**config.mk**
```make
export PLATFORM = sky130hd
export DESIGN_NAME = eesc_core
export DESIGN_NICKNAME = d
export VERILOG_FILES = /design/src/inc/eesc_pkg.sv /design/src/core/eesc_sync.sv /design/src/core/eesc_quad.sv /design/src/core/eesc_core.sv
export SDC_FILE = /design/constraint.sdc
export NUM_CORES = 1
export LEC_CHECK = 0
export BUFFER_PORTS_ARGS = -buffer_cell sky130_fd_sc_hd__buf_2
export CORE_UTILIZATION = 50
export CTS_CLUSTER_SIZE = 14
export DETAILED_ROUTE_END_ITERATION = 10
export PLACE_DENSITY = 0.69
export RECOVER_POWER = 25
export SLEW_MARGIN = 20
export SYNTH_ARGS = -nofsm -noshare
export SYNTH_HDL_FRONTEND = slang
export SYNTH_SLANG_ARGS = --single-unit
```
**constraint.sdc**
```tcl
create_clock -name clock -period 2.5 [get_ports clock]
set_input_delay 0.5 -clock clock [delete_from_list [all_inputs] [get_ports clock]]
set_output_delay 0.5 -clock clock [all_outputs]
set_load 0.02 [all_outputs]
```
**src/inc/eesc_pkg.sv**
```systemverilog
package eesc_pkg;
    // register byte offsets
    localparam logic [7:0] OFF_CTRL = 8'h00;
    localparam logic [7:0] OFF_RELOAD = 8'h04;
    localparam logic [7:0] OFF_COUNT = 8'h08;
    localparam logic [7:0] OFF_STATUS = 8'h0C;
    // control field positions
    localparam int CTRL_ARM = 0;
    localparam int CTRL_MODE = 1;
    localparam int CTRL_ENC = 4;
    localparam int CTRL_PHASE = 6;
    localparam int CTRL_SAMP_POL = 8;
    localparam int CTRL_START_POL = 9;
    localparam int CTRL_STOP_POL = 10;
    localparam int CTRL_SRC_POL = 11;
    localparam int CTRL_RELOAD_EN = 12;
    // status field positions
    localparam int ST_OVERRUN = 0;
    localparam int ST_LOST = 1;
    localparam int ST_DONE = 2;
    localparam int ST_ARMED = 3;
    // reset values
    localparam logic [31:0] CTRL_RESET = 32'h0000_0000;
    localparam logic [31:0] RELOAD_RESET = 32'h0000_0000;
    // synchronised pin indices
    localparam int NUM_PINS = 7;
    localparam int PIN_A = 0;
    localparam int PIN_B = 1;
    localparam int PIN_Z = 2;
    localparam int PIN_GATE = 3;
    localparam int PIN_AUX = 4;
    localparam int PIN_SRC = 5;
    localparam int PIN_SAMP = 6;
    // reload latency bound: one period of the fastest timebase
    localparam int CLOCK_PERIOD_NS = 25;
    localparam int RELOAD_DELAY_NS = 25;
    localparam int RELOAD_DELAY_CYCLES = RELOAD_DELAY_NS / CLOCK_PERIOD_NS;

    typedef enum logic [2:0] {
        MODE_POS, MODE_POS_BUF, MODE_SEP_SINGLE, MODE_SEP_IMPL, MODE_SEP_SAMP
    } eesc_mode_type;

    typedef enum logic [1:0] {
        SINGLE_EDGE_DECODING, DOUBLE_EDGE_DECODING, QUAD_EDGE_DECODING, TWO_PULSE
    } eesc_enc_type;

    typedef enum logic [1:0] {
        SEP_WAIT_START, SEP_COUNTING, SEP_WAIT_RESTART, SEP_DONE
    } eesc_sep_type;
endpackage

```
**src/core/eesc_sync.sv**
```systemverilog
`timescale 1ns/100ps
module eesc_sync (
    input wire logic clock,
    input wire logic resetn,
    input wire logic [eesc_pkg::NUM_PINS-1:0] din,
    output logic [eesc_pkg::NUM_PINS-1:0] level,
    output logic [eesc_pkg::NUM_PINS-1:0] rise,
    output logic [eesc_pkg::NUM_PINS-1:0] fall
);
    logic [eesc_pkg::NUM_PINS-1:0] stage1_r;
    logic [eesc_pkg::NUM_PINS-1:0] stage2_r;
    logic [eesc_pkg::NUM_PINS-1:0] prev_r;

    // edges are taken between stage two and a third copy, never from stage one
    for (genvar i = 0; i < eesc_pkg::NUM_PINS; i++)
    begin : g_pin
        always_ff @(posedge clock or negedge resetn)
        begin
            if (!resetn)
            begin
                stage1_r[i] <= 1'b0;
                stage2_r[i] <= 1'b0;
                prev_r[i] <= 1'b0;
            end
            else
            begin
                stage1_r[i] <= din[i];
                stage2_r[i] <= stage1_r[i];
                prev_r[i] <= stage2_r[i];
            end
        end
        assign level[i] = stage2_r[i];
        assign rise[i] = stage2_r[i] & ~prev_r[i];
        assign fall[i] = ~stage2_r[i] & prev_r[i];
    end
endmodule

```
**src/core/eesc_quad.sv**
```systemverilog
`timescale 1ns/100ps
module eesc_quad (
    input wire logic aLvl,
    input wire logic bLvl,
    input wire logic aRise,
    input wire logic aFall,
    input wire logic bRise,
    input wire logic bFall,
    input wire eesc_pkg::eesc_enc_type enc,
    output logic up,
    output logic dn
);
    logic x1Up;
    logic x1Dn;
    logic x2Up;
    logic x2Dn;
    logic x4Up;
    logic x4Dn;

    // a leading b: a rises with b low; b leading: a falls with b low
    assign x1Up = aRise & ~bLvl;
    assign x1Dn = aFall & ~bLvl;
    assign x2Up = x1Up | (aFall & bLvl);
    assign x2Dn = x1Dn | (aRise & bLvl);
    assign x4Up = x2Up | (bRise & aLvl) | (bFall & ~aLvl);
    assign x4Dn = x2Dn | (bRise & ~aLvl) | (bFall & aLvl);

    always_comb
    begin
        up = 1'b0;
        dn = 1'b0;
        case (enc)
            eesc_pkg::SINGLE_EDGE_DECODING:
            begin
                up = x1Up;
                dn = x1Dn;
            end
            eesc_pkg::DOUBLE_EDGE_DECODING:
            begin
                up = x2Up;
                dn = x2Dn;
            end
            eesc_pkg::QUAD_EDGE_DECODING:
            begin
                up = x4Up;
                dn = x4Dn;
            end
            eesc_pkg::TWO_PULSE:
            begin
                // coincident edges on both tracks cancel
                up = aRise & ~bRise;
                dn = bRise & ~aRise;
            end
            default:
            begin
                up = 1'b0;
                dn = 1'b0;
            end
        endcase
    end
endmodule

```
**src/core/eesc_core.sv**
```systemverilog
// How it works
// - index high during chosen phase loads the reload value into the counter.
// - reload phase is selectable as any one of four a/b states.
// - a count step wins over reload; reload follows on the next cycle.
// - reload completes within one timebase period of the condition.
// - after reload, counting carries on in the same mode.
// - two-pulse mode adds one on each track a rising edge.
// - two-pulse mode subtracts one on each track b rising edge.
// - buffered position counts from arm and captures on sample edges.
// - captures are cumulative; sampling never clears the counter.
// - sample clock polarity is selectable.
// - captured values leave through the stream port.
// - separation count starts on aux edge, stops on gate edge.
// - while counting, timebase edges count and further aux edges are ignored.
// - stop edge halts counting and pushes the count; sample-clocked mode holds it instead.
// - aux and gate polarities are chosen independently.
// - single mode ignores everything after one stored count.
// - implicit mode restarts on the next gate edge after each store.
// - sample-clocked mode pushes the held count on a sample edge.
// - sample period without both start and stop flags overrun.
// - quadrature decoding gives one, two or four steps per cycle.
// - single-edge decoding steps on track a edges only.
//
// Our own choices: the register offsets and the APB register port.
`timescale 1ns/100ps
module eesc_core (
    input wire logic clock,
    input wire logic resetn,
    input wire logic psel,
    input wire logic penable,
    input wire logic pwrite,
    input wire logic [7:0] paddr,
    input wire logic [31:0] pwdata,
    output logic [31:0] prdata,
    output logic pready,
    output logic pslverr,
    input wire logic trackA,
    input wire logic trackB,
    input wire logic indexZ,
    input wire logic gateIn,
    input wire logic auxIn,
    input wire logic sourceIn,
    input wire logic sampleClk,
    output logic [31:0] streamData,
    output logic streamValid,
    input wire logic streamReady
);
    logic [31:0] ctrl_r;
    logic [31:0] reload_r;
    logic [31:0] cnt_r;
    logic [31:0] cnt_nxt;
    logic [31:0] held_r;
    logic heldValid_r;
    logic sawStart_r;
    logic sawStop_r;
    logic overrun_r;
    logic lost_r;
    logic [31:0] prdata_r;
    logic pready_r;
    logic pslverr_r;
    logic [31:0] streamData_r;
    logic streamValid_r;
    eesc_pkg::eesc_sep_type sep_r;
    eesc_pkg::eesc_sep_type sep_nxt;

    // pins
    logic [eesc_pkg::NUM_PINS-1:0] pinRaw;
    logic [eesc_pkg::NUM_PINS-1:0] pinLvl;
    logic [eesc_pkg::NUM_PINS-1:0] pinRise;
    logic [eesc_pkg::NUM_PINS-1:0] pinFall;
    assign pinRaw = {sampleClk, sourceIn, auxIn, gateIn, indexZ, trackB, trackA};

    eesc_sync u_sync (
        .clock(clock),
        .resetn(resetn),
        .din(pinRaw),
        .level(pinLvl),
        .rise(pinRise),
        .fall(pinFall)
    );

    // configuration decode
    wire eesc_pkg::eesc_mode_type modeSel =
        eesc_pkg::eesc_mode_type'(ctrl_r[eesc_pkg::CTRL_MODE +: 3]);
    wire eesc_pkg::eesc_enc_type encSel =
        eesc_pkg::eesc_enc_type'(ctrl_r[eesc_pkg::CTRL_ENC +: 2]);
    wire [1:0] phaseSel = ctrl_r[eesc_pkg::CTRL_PHASE +: 2];
    wire armed = ctrl_r[eesc_pkg::CTRL_ARM];
    wire posMode = (modeSel == eesc_pkg::MODE_POS) | (modeSel == eesc_pkg::MODE_POS_BUF);
    wire sepSingle = modeSel == eesc_pkg::MODE_SEP_SINGLE;
    wire sepSamp = modeSel == eesc_pkg::MODE_SEP_SAMP;
    wire sepMode = sepSingle | sepSamp | (modeSel == eesc_pkg::MODE_SEP_IMPL);
    wire sepArmed = armed & sepMode;

    // active edges with independent polarity
    wire startEdge = ctrl_r[eesc_pkg::CTRL_START_POL] ? pinFall[eesc_pkg::PIN_AUX]
                                                      : pinRise[eesc_pkg::PIN_AUX];
    wire stopEdge = ctrl_r[eesc_pkg::CTRL_STOP_POL] ? pinFall[eesc_pkg::PIN_GATE]
                                                    : pinRise[eesc_pkg::PIN_GATE];
    wire srcEdge = ctrl_r[eesc_pkg::CTRL_SRC_POL] ? pinFall[eesc_pkg::PIN_SRC]
                                                  : pinRise[eesc_pkg::PIN_SRC];
    wire sampEdge = ctrl_r[eesc_pkg::CTRL_SAMP_POL] ? pinFall[eesc_pkg::PIN_SAMP]
                                                    : pinRise[eesc_pkg::PIN_SAMP];

    // position decoding
    logic qUp;
    logic qDn;
    eesc_quad u_quad (
        .aLvl(pinLvl[eesc_pkg::PIN_A]),
        .bLvl(pinLvl[eesc_pkg::PIN_B]),
        .aRise(pinRise[eesc_pkg::PIN_A]),
        .aFall(pinFall[eesc_pkg::PIN_A]),
        .bRise(pinRise[eesc_pkg::PIN_B]),
        .bFall(pinFall[eesc_pkg::PIN_B]),
        .enc(encSel),
        .up(qUp),
        .dn(qDn)
    );
    wire stepUp = armed & posMode & qUp;
    wire stepDn = armed & posMode & qDn;
    wire phaseMatch = {pinLvl[eesc_pkg::PIN_B], pinLvl[eesc_pkg::PIN_A]} == phaseSel;
    wire phaseHit = armed & posMode & ctrl_r[eesc_pkg::CTRL_RELOAD_EN]
                    & phaseMatch & pinLvl[eesc_pkg::PIN_Z];

    // apb decode: one wait state so read data comes from a flop
    wire apbAccess = psel & penable;
    wire apbDone = apbAccess & pready_r;
    wire hitCtrl = paddr == eesc_pkg::OFF_CTRL;
    wire hitReload = paddr == eesc_pkg::OFF_RELOAD;
    wire hitCount = paddr == eesc_pkg::OFF_COUNT;
    wire hitStatus = paddr == eesc_pkg::OFF_STATUS;
    wire addrHit = hitCtrl | hitReload | hitCount | hitStatus;
    wire wrCtrl = apbDone & pwrite & hitCtrl;
    wire wrReload = apbDone & pwrite & hitReload;
    wire wrStatus = apbDone & pwrite & hitStatus;
    wire armStart = wrCtrl & pwdata[eesc_pkg::CTRL_ARM] & ~armed;

    logic [31:0] statusWord;
    always_comb
    begin
        statusWord = 32'h0000_0000;
        statusWord[eesc_pkg::ST_OVERRUN] = overrun_r;
        statusWord[eesc_pkg::ST_LOST] = lost_r;
        statusWord[eesc_pkg::ST_DONE] = sep_r == eesc_pkg::SEP_DONE;
        statusWord[eesc_pkg::ST_ARMED] = armed;
    end

    wire [31:0] rdMux = hitCtrl ? ctrl_r
                      : hitReload ? reload_r
                      : hitCount ? cnt_r
                      : hitStatus ? statusWord : 32'h0000_0000;

    // separation sequencer
    always_comb
    begin
        sep_nxt = sep_r;
        case (sep_r)
            eesc_pkg::SEP_WAIT_START:
                if (startEdge)
                    sep_nxt = eesc_pkg::SEP_COUNTING;
            eesc_pkg::SEP_COUNTING:
                if (stopEdge)
                    sep_nxt = sepSingle ? eesc_pkg::SEP_DONE
                                        : eesc_pkg::SEP_WAIT_RESTART;
            eesc_pkg::SEP_WAIT_RESTART:
                if (stopEdge)
                    sep_nxt = eesc_pkg::SEP_COUNTING;
            eesc_pkg::SEP_DONE:
                sep_nxt = eesc_pkg::SEP_DONE;
            default:
                sep_nxt = eesc_pkg::SEP_WAIT_START;
        endcase
        if (armStart | ~sepArmed)
            sep_nxt = eesc_pkg::SEP_WAIT_START;
    end

    wire counting = sep_r == eesc_pkg::SEP_COUNTING;
    wire intervalStart = sepArmed & ~counting & (sep_nxt == eesc_pkg::SEP_COUNTING);
    wire intervalStop = sepArmed & counting & stopEdge;

    // arm clears, count steps beat reload, reload last
    always_comb
    begin
        cnt_nxt = cnt_r;
        if (armStart)
            cnt_nxt = 32'h0000_0000;
        else if (intervalStart)
            cnt_nxt = 32'h0000_0000;
        else if (sepArmed & counting & srcEdge)
            cnt_nxt = cnt_r + 32'h0000_0001;
        else if (stepUp)
            cnt_nxt = cnt_r + 32'h0000_0001;
        else if (stepDn)
            cnt_nxt = cnt_r - 32'h0000_0001;
        else if (phaseHit)
            cnt_nxt = reload_r;
    end

    // stream slot
    wire posSample = armed & (modeSel == eesc_pkg::MODE_POS_BUF) & sampEdge;
    wire sampPush = sepArmed & sepSamp & sampEdge & heldValid_r;
    wire pushReq = posSample | (intervalStop & ~sepSamp) | sampPush;
    wire [31:0] pushData = sepSamp ? held_r : cnt_r;
    wire slotFree = ~streamValid_r | streamReady;
    wire ovrSet = sepArmed & sepSamp & sampEdge & ~(sawStart_r & sawStop_r);
    wire lostSet = pushReq & ~slotFree;

    always_ff @(posedge clock or negedge resetn)
    begin
        if (!resetn)
        begin
            pready_r <= 1'b0;
            pslverr_r <= 1'b0;
            prdata_r <= 32'h0000_0000;
        end
        else
        begin
            pready_r <= apbAccess & ~pready_r;
            pslverr_r <= apbAccess & ~pready_r & ~addrHit;
            prdata_r <= (apbAccess & ~pready_r & ~pwrite) ? rdMux : 32'h0000_0000;
        end
    end

    always_ff @(posedge clock or negedge resetn)
    begin
        if (!resetn)
        begin
            ctrl_r <= eesc_pkg::CTRL_RESET;
            reload_r <= eesc_pkg::RELOAD_RESET;
        end
        else
        begin
            if (wrCtrl)
                ctrl_r <= pwdata;
            if (wrReload)
                reload_r <= pwdata;
        end
    end

    always_ff @(posedge clock or negedge resetn)
    begin
        if (!resetn)
        begin
            cnt_r <= 32'h0000_0000;
            sep_r <= eesc_pkg::SEP_WAIT_START;
        end
        else
        begin
            cnt_r <= cnt_nxt;
            sep_r <= sep_nxt;
        end
    end

    // sample-clocked holding stage; a stop in the sample cycle refills it
    always_ff @(posedge clock or negedge resetn)
    begin
        if (!resetn)
        begin
            held_r <= 32'h0000_0000;
            heldValid_r <= 1'b0;
            sawStart_r <= 1'b0;
            sawStop_r <= 1'b0;
        end
        else if (armStart | ~sepArmed)
        begin
            heldValid_r <= 1'b0;
            sawStart_r <= 1'b0;
            sawStop_r <= 1'b0;
        end
        else
        begin
            if (intervalStop & sepSamp)
                held_r <= cnt_r;
            heldValid_r <= (intervalStop & sepSamp) | (heldValid_r & ~sampEdge);
            sawStart_r <= startEdge | (sawStart_r & ~sampEdge);
            sawStop_r <= stopEdge | (sawStop_r & ~sampEdge);
        end
    end

    // sticky flags: write one clears, a set in the same cycle wins
    always_ff @(posedge clock or negedge resetn)
    begin
        if (!resetn)
        begin
            overrun_r <= 1'b0;
            lost_r <= 1'b0;
        end
        else
        begin
            overrun_r <= ovrSet | (overrun_r & ~(wrStatus & pwdata[eesc_pkg::ST_OVERRUN]));
            lost_r <= lostSet | (lost_r & ~(wrStatus & pwdata[eesc_pkg::ST_LOST]));
        end
    end

    // a full slot drops the new value rather than stalling the counter
    always_ff @(posedge clock or negedge resetn)
    begin
        if (!resetn)
        begin
            streamData_r <= 32'h0000_0000;
            streamValid_r <= 1'b0;
        end
        else if (pushReq & slotFree)
        begin
            streamData_r <= pushData;
            streamValid_r <= 1'b1;
        end
        else if (streamReady)
            streamValid_r <= 1'b0;
    end

    assign prdata = prdata_r;
    assign pready = pready_r;
    assign pslverr = pslverr_r;
    assign streamData = streamData_r;
    assign streamValid = streamValid_r;
endmodule

```
# After elaboration in Yosys (flattened, before gate mapping)
# Index checks and enable logic that the tools add are counted.
# W data, S select, Z words.
[classes]
n_addsub = 2
div_mod_pow = 0
n_eq_ne = 15
order_cmp = 0
n_mux = 29
multipliers = 0
n_shift = 0
reduce_logical = 7
bitwise = 112
[ops]
columns = ["op", "count"]
rows = [
  ["$mux W32", 11],
  ["$and A1 B1 Y1", 63],
  ["$add A32 B1 Y32 const B", 1],
  ["$sub A32 B1 Y32 const B", 1],
  ["$not A1 Y1", 28],
  ["$or A1 B1 Y1", 21],
  ["$eq A8 B4 Y1 const B", 2],
  ["$mux W1", 10],
  ["$eq A2 B2 Y1 const B", 4],
  ["$eq A8 B3 Y1 const B", 1],
  ["$logic_not A8 Y1", 1],
  ["$mux W2", 4],
  ["$pmux W1 S4", 2],
  ["$pmux W2 S4", 1],
  ["$eq A2 B1 Y1 const B", 3],
  ["$eq A3 B2 Y1 const B", 2],
  ["$reduce_bool A6 Y1", 1],
  ["$logic_not A2 Y1", 2],
  ["$mux W4", 1],
  ["$eq A3 B1 Y1 const B", 1],
  ["$eq A3 B3 Y1 const B", 1],
  ["$logic_not A3 Y1", 1],
  ["$eq A2 B2 Y1", 1],
  ["$reduce_and A2 Y1", 1],
  ["$reduce_bool A2 Y1", 1],
]
[totals]
romBits = 0
memories = 0
mem_bits_rw = 0
output_inout_bits = 67
regBits = 222
latch_bits = 0
word_cells = 200

# Logic depth before layout (Yosys ltp)
[logic_depth]
word_depth = 13
mapped_depth = 11

# Cells and area by module
# From an unflattened synthesis, not the netlist that was laid out.
[unflattened]
hier_cells = 1136
hier_area_um2 = 11466.0
[modules_own_cells]
columns = ["module", "area_each_um2", "n_inst", "cells_per_inst"]
rows = [
  ["eesc_core", 10701.5, 1, 1085],
  ["eesc_sync", 648.1, 1, 35],
  ["eesc_quad", 116.4, 1, 16],
]

# Worst setup path after synthesis
# Ideal clock, no wire load.
[synth_timing]
path_type = "reg2reg"
start = "reg cnt_r[16]"
end = "reg cnt_r[22]"
path_slack_ns = 0.050
required_time_ns = 2.360
n_path_buf = 1
path_stages_with_launch = 9
period_less_slack_ns = 2.450
arrival_ns = 2.310
path_cell_list = "dfrtp_1 -> clkbuf_1 -> or4_1 -> nor4b_4 -> nor3b_1 -> a21oi_1 -> a311o_1 -> a21oi_1 -> a211oi_1"
[synth_via]
elab_chain_cells = 6
elab_cells_between_ends = 7
[synth_lines]
columns = ["item", "line_no", "text"]
rows = [
  ["start: declaration", "eesc_core.sv:50", "logic [31:0] cnt_r;"],
  ["start signal: assignment", "eesc_core.sv:249", "cnt_r <= cnt_nxt;"],
  ["$sub A32 B1 Y32", "eesc_core.sv:194", "cnt_nxt = cnt_r - 32'h0000_0001;"],
  ["$mux W32", "eesc_core.sv:193", "else if (stepDn)"],
  ["$mux W32", "eesc_core.sv:191", "else if (stepUp)"],
  ["$mux W32 (*)", "eesc_core.sv:189", "else if (sepArmed & counting & srcEdge)"],
  ["$mux W32 (*)", "eesc_core.sv:187", "else if (intervalStart)"],
  ["$mux W32 (*)", "eesc_core.sv:185", "if (armStart)"],
]
# Mark *: on every way between the ends. The rest lies on a longest branch, timed or not.
# A chain may end at the register's enable or synchronous reset.

# Worst setup path after layout
[layout_timing]
start = "reg u_sync.stage2_r (netlist bit u_sync.level[0])"
end = "reg cnt_r[18]"
[layout_via]
elab_chain_cells = 13
elab_cells_between_ends = 33
[layout_lines]
columns = ["item", "line_no", "text"]
rows = [
  ["start: declaration", "eesc_sync.sv:11", "logic [eesc_pkg::NUM_PINS-1:0] stage2_r;"],
  ["start signal: indexed assignment", "eesc_sync.sv:28", "stage2_r[i] <= stage1_r[i];"],
  ["$not A1 Y1", "eesc_sync.sv:34, eesc_quad.sv:25, eesc_quad.sv:26", ""],
  ["$and A1 B1 Y1", "eesc_sync.sv:34", "assign fall[i] = ~stage2_r[i] & prev_r[i];"],
  ["$and A1 B1 Y1", "eesc_quad.sv:22", "assign x1Dn = aFall & ~bLvl;"],
  ["$or A1 B1 Y1", "eesc_quad.sv:24", "assign x2Dn = x1Dn | (aRise & bLvl);"],
  ["$or A1 B1 Y1 (2 in a row)", "eesc_quad.sv:26", "assign x4Dn = x2Dn | (bRise & ~aLvl) | (bFall & aLvl);"],
  ["$pmux W1 S4", "eesc_quad.sv:32", "case (enc)"],
  ["$and A1 B1 Y1", "eesc_core.sv:120", "wire stepDn = armed & posMode & qDn;"],
  ["$mux W32", "eesc_core.sv:193", ""],
  ["$mux W32", "eesc_core.sv:191", ""],
  ["$mux W32", "eesc_core.sv:189", ""],
  ["$mux W32", "eesc_core.sv:187", ""],
  ["$mux W32", "eesc_core.sv:185", ""],
]
# Several ways; a longest one is shown, not always the timed one.

==> impl_metrics.yaml <==
detailed_routing:
  drt_iter0_drc: 776
  firstDrtPassIters: 6
  wire_per_inst_um: 19.22
  drc_errors: 0
  postRouteAntennaNets: 0
  drt_wl_total_mm: 29.24
  num_vias: 8986
  avgViaCountPerCell: 5.908
sta:
  slew_viol_final: 0
  finClkSkew_ns: 0.01539
  fin_setup_tns_ns: -0.001533
  setup_slack_ns: -0.001533
  worstMarginPinSlew_ns: 0.7391
  hold_viol: 0
  slew_headroom_pct: 49.45
  finalCriticalPeriod_ns: 2.502
  setup_viol: 1
  rsz0062_at_grt: "true"
  fmaxAchievable_ghz: 0.3998
  period_share_pct: 100.1
logic_synthesis:
  synth_edf_count: 0
  synthTopCellsByArea: "dfrtp_1 (50%), mux2_2 (8.1%), mux2i_1 (4.2%), nor2_1 (3.8%), a21oi_1 (3.8%)"
  synthCells: 1082
  async_flop_share_pct: 100.0
  seq_area_frac_synth_pct: 50.37
  ys_ff_latch: 222
  synth.most_common_cell: "dfrtp_1"
  synth.largest_area_cell: "dfrtp_1"
  synth_nets: 1137
  yosysUniqueCellTypes: 71
  netlist_area_mm2: 0.01103
  yosysTopAreaCellShare_pct: 50.37
  ys.warnings.count: 0
  synth_commonest_cells: "dfrtp_1 (222), nor2_1 (113), a21oi_1 (83), mux2_2 (79), nand2_1 (68)"
  avgSynthCellArea_um2: 10.19
  yosys_most_used_dff: "dfrtp_1"
floorplan:
  die_y_um: 150.5
  die_w_um: 150.5
  fp.coreArea_mm2: 0.02135
  initial_utilization_pct: 51.65
  dieArea_mm2: 0.02266
  ioPinCount: 120
  num_rows: 53
power_and_ir_drop:
  peakVddDrop_v: 0.0004478
  p_per_area_mw_per_mm2: 576.0
  leakagePower_nw: 6.105
critical_path:
  required_ns: 2.87
  critPathKind: "reg2reg"
  arrival_ns: 2.87
  critical_path.max_fanout: 13
  end_kind: "flop"
  startpoint_type: "flop"
  r2r_cells: 8
worst_hold_path:
  hold_path_class: "in2reg"
  hold_depth: 1
finish:
  diodes: 0
  finalInstanceArea_mm2: 0.01345
  synthToLayoutAreaGrowth_pct: 21.93
  layout-drive-gt1-share_pct: 29.05
  final_nets: 1286
cts:
  clockBufferDepth: 3
  clock-sinks: 222
  clkLatencyLatePin_ns: 0.53
  cts_made_buffers: 24
  cts_root_buf: "clkbuf_16"
  cts_tree: "built"
  path_clk_slew_ns: 0.06
  ctsHtreeMaxLevel: 1
grt:
  overflow: 0
  grt_usage_pct: 25.66
  grt_first_pass_wirelength_mm: 45.29
  grt_start_max_net_pins: 69
  grt_pass1_vias: 8344
  grt_antenna_before_repair: 0
status:
  failed_checks: "setup timing"
  status: "complete, but fails checks"
place:
  place_congestion: 0.9015
  placed_area_mm2: 0.01241
  port-buffer-count: 119
  dp_slack_ns: -0.2846
  hpwl_mm: 19.76
flow_run:
  maxCapViolations: 0
## critical path: stages (launching register included)
cell and delay (ns):
dfrtp_2 0.43, or3b_4 0.44, a22o_4 0.26, a221o_2 0.43, o311ai_4 0.16, nor2_4 0.09, buf_12 0.17, o21ai_0 0.19
o311ai_0 0.18
## sequential cells by signal, indices dropped and copies added (netlist names), 2 cells and up
signal / cells
cnt_r: 32
ctrl_r: 32
held_r: 32
prdata: 32
reload_r: 32
streamData: 32
u_sync.level: 7
u_sync.stage1_r: 7
u_sync.prev_r: 6
sep_r: 2
## layout make-up
type | count | area [um^2]
multi-input cells | 755 | 5191
well taps | 275 | 344.1
fillers | 1759 | 7905
clock buffers | 34 | 679.4
repair buffers | 215 | 1484
inverters | 13 | 48.80
clock inverters | 7 | 140.1
flip-flops and latches | 222 | 5560
## where the power goes
group          switching, mW  total (mW)  internal [mW]
registers             0.0329        3.66           3.63
clock network           1.43        3.72           2.29
logic                  0.222       0.358          0.136
## cell families (layout without fill, tap and decap cells)
group | Yosys count | count (layout) | synth area share, %
adder cells (fa/ha/maj) | 2 | 2 | 0.2268
buffers and inverters | 106 | 269 | 3.812
AO/OA/AOI/OAI | 224 | 224 | 12.89
multiplexers | 138 | 138 | 13.57
AND/OR/NAND/NOR | 365 | 366 | 17.15
XOR/XNOR | 25 | 25 | 1.985
flip-flops | 222 | 222 | 50.37
## what timing repair did
item | CTS | global route
endpoints found under the setup margin | 26 | 30
hold endpoints to repair | 63 | 0
pin swaps | 0 | 8
gates cloned | 0 | 2
resized for setup | 2 | 30
hold buffers | 1 | 0
buffers inserted | 0 | 4
## final timing paths
check                                     end                from  slack (ns)
max in group asynchronous           prdata[1]              resetn        1.25
min in group asynchronous         reload_r[5]              resetn        0.55
setup / recovery                    cnt_r[18]     u_sync.level[0]      -0.002
hold / removal             u_sync.stage1_r[4]               auxIn        0.09
hold reg to reg               u_sync.level[2]  u_sync.stage1_r[2]        0.35
setup reg to reg                    cnt_r[18]     u_sync.level[0]      -0.002
## metal layers
metal  vias up  share of wire (%)  GRT usage [%]
met1      4407                 48          40.07
met5         -                  0              0
li1       4175                  -              -
met4         0                2.2          6.414
met2       351                 43          37.17
met3        53                6.8          3.485
## cell usage in the layout, fill, tap and decap left out, types with 8 or more instances in the layout
cell and count:
xnor2_1 10, o21ai_0 54, mux2_1 13, nand3_1 30, clkbuf_16 26, nand2_1 68
a31oi_1 8, a21oi_1 83, nor4_1 8, dfrtp_1 218, mux2i_1 46, nand2b_1 24
xor2_1 15, nor3_1 19, inv_1 13, buf_4 83, and3_1 14, mux2_2 79
a2111oi_0 19, nor2_1 112, buf_12 11, nor2b_1 22, buf_2 118
## per-stage QoR
stage	util [%]	cells	hold slack (ns)	total power, mW
2_1_floorplan	-	1082	0.2044	3.859
3_3_place_gp	58.12	1473	0.3332	4.069
3_5_place_dp	58.12	1473	0.3355	4.077
4_1_cts	62.05	1515	0.06829	7.811
5_1_grt	62.98	1521	0.07175	7.996
6_report	62.98	1521	0.08502	7.746
Power figures use the tool's default switching activity.
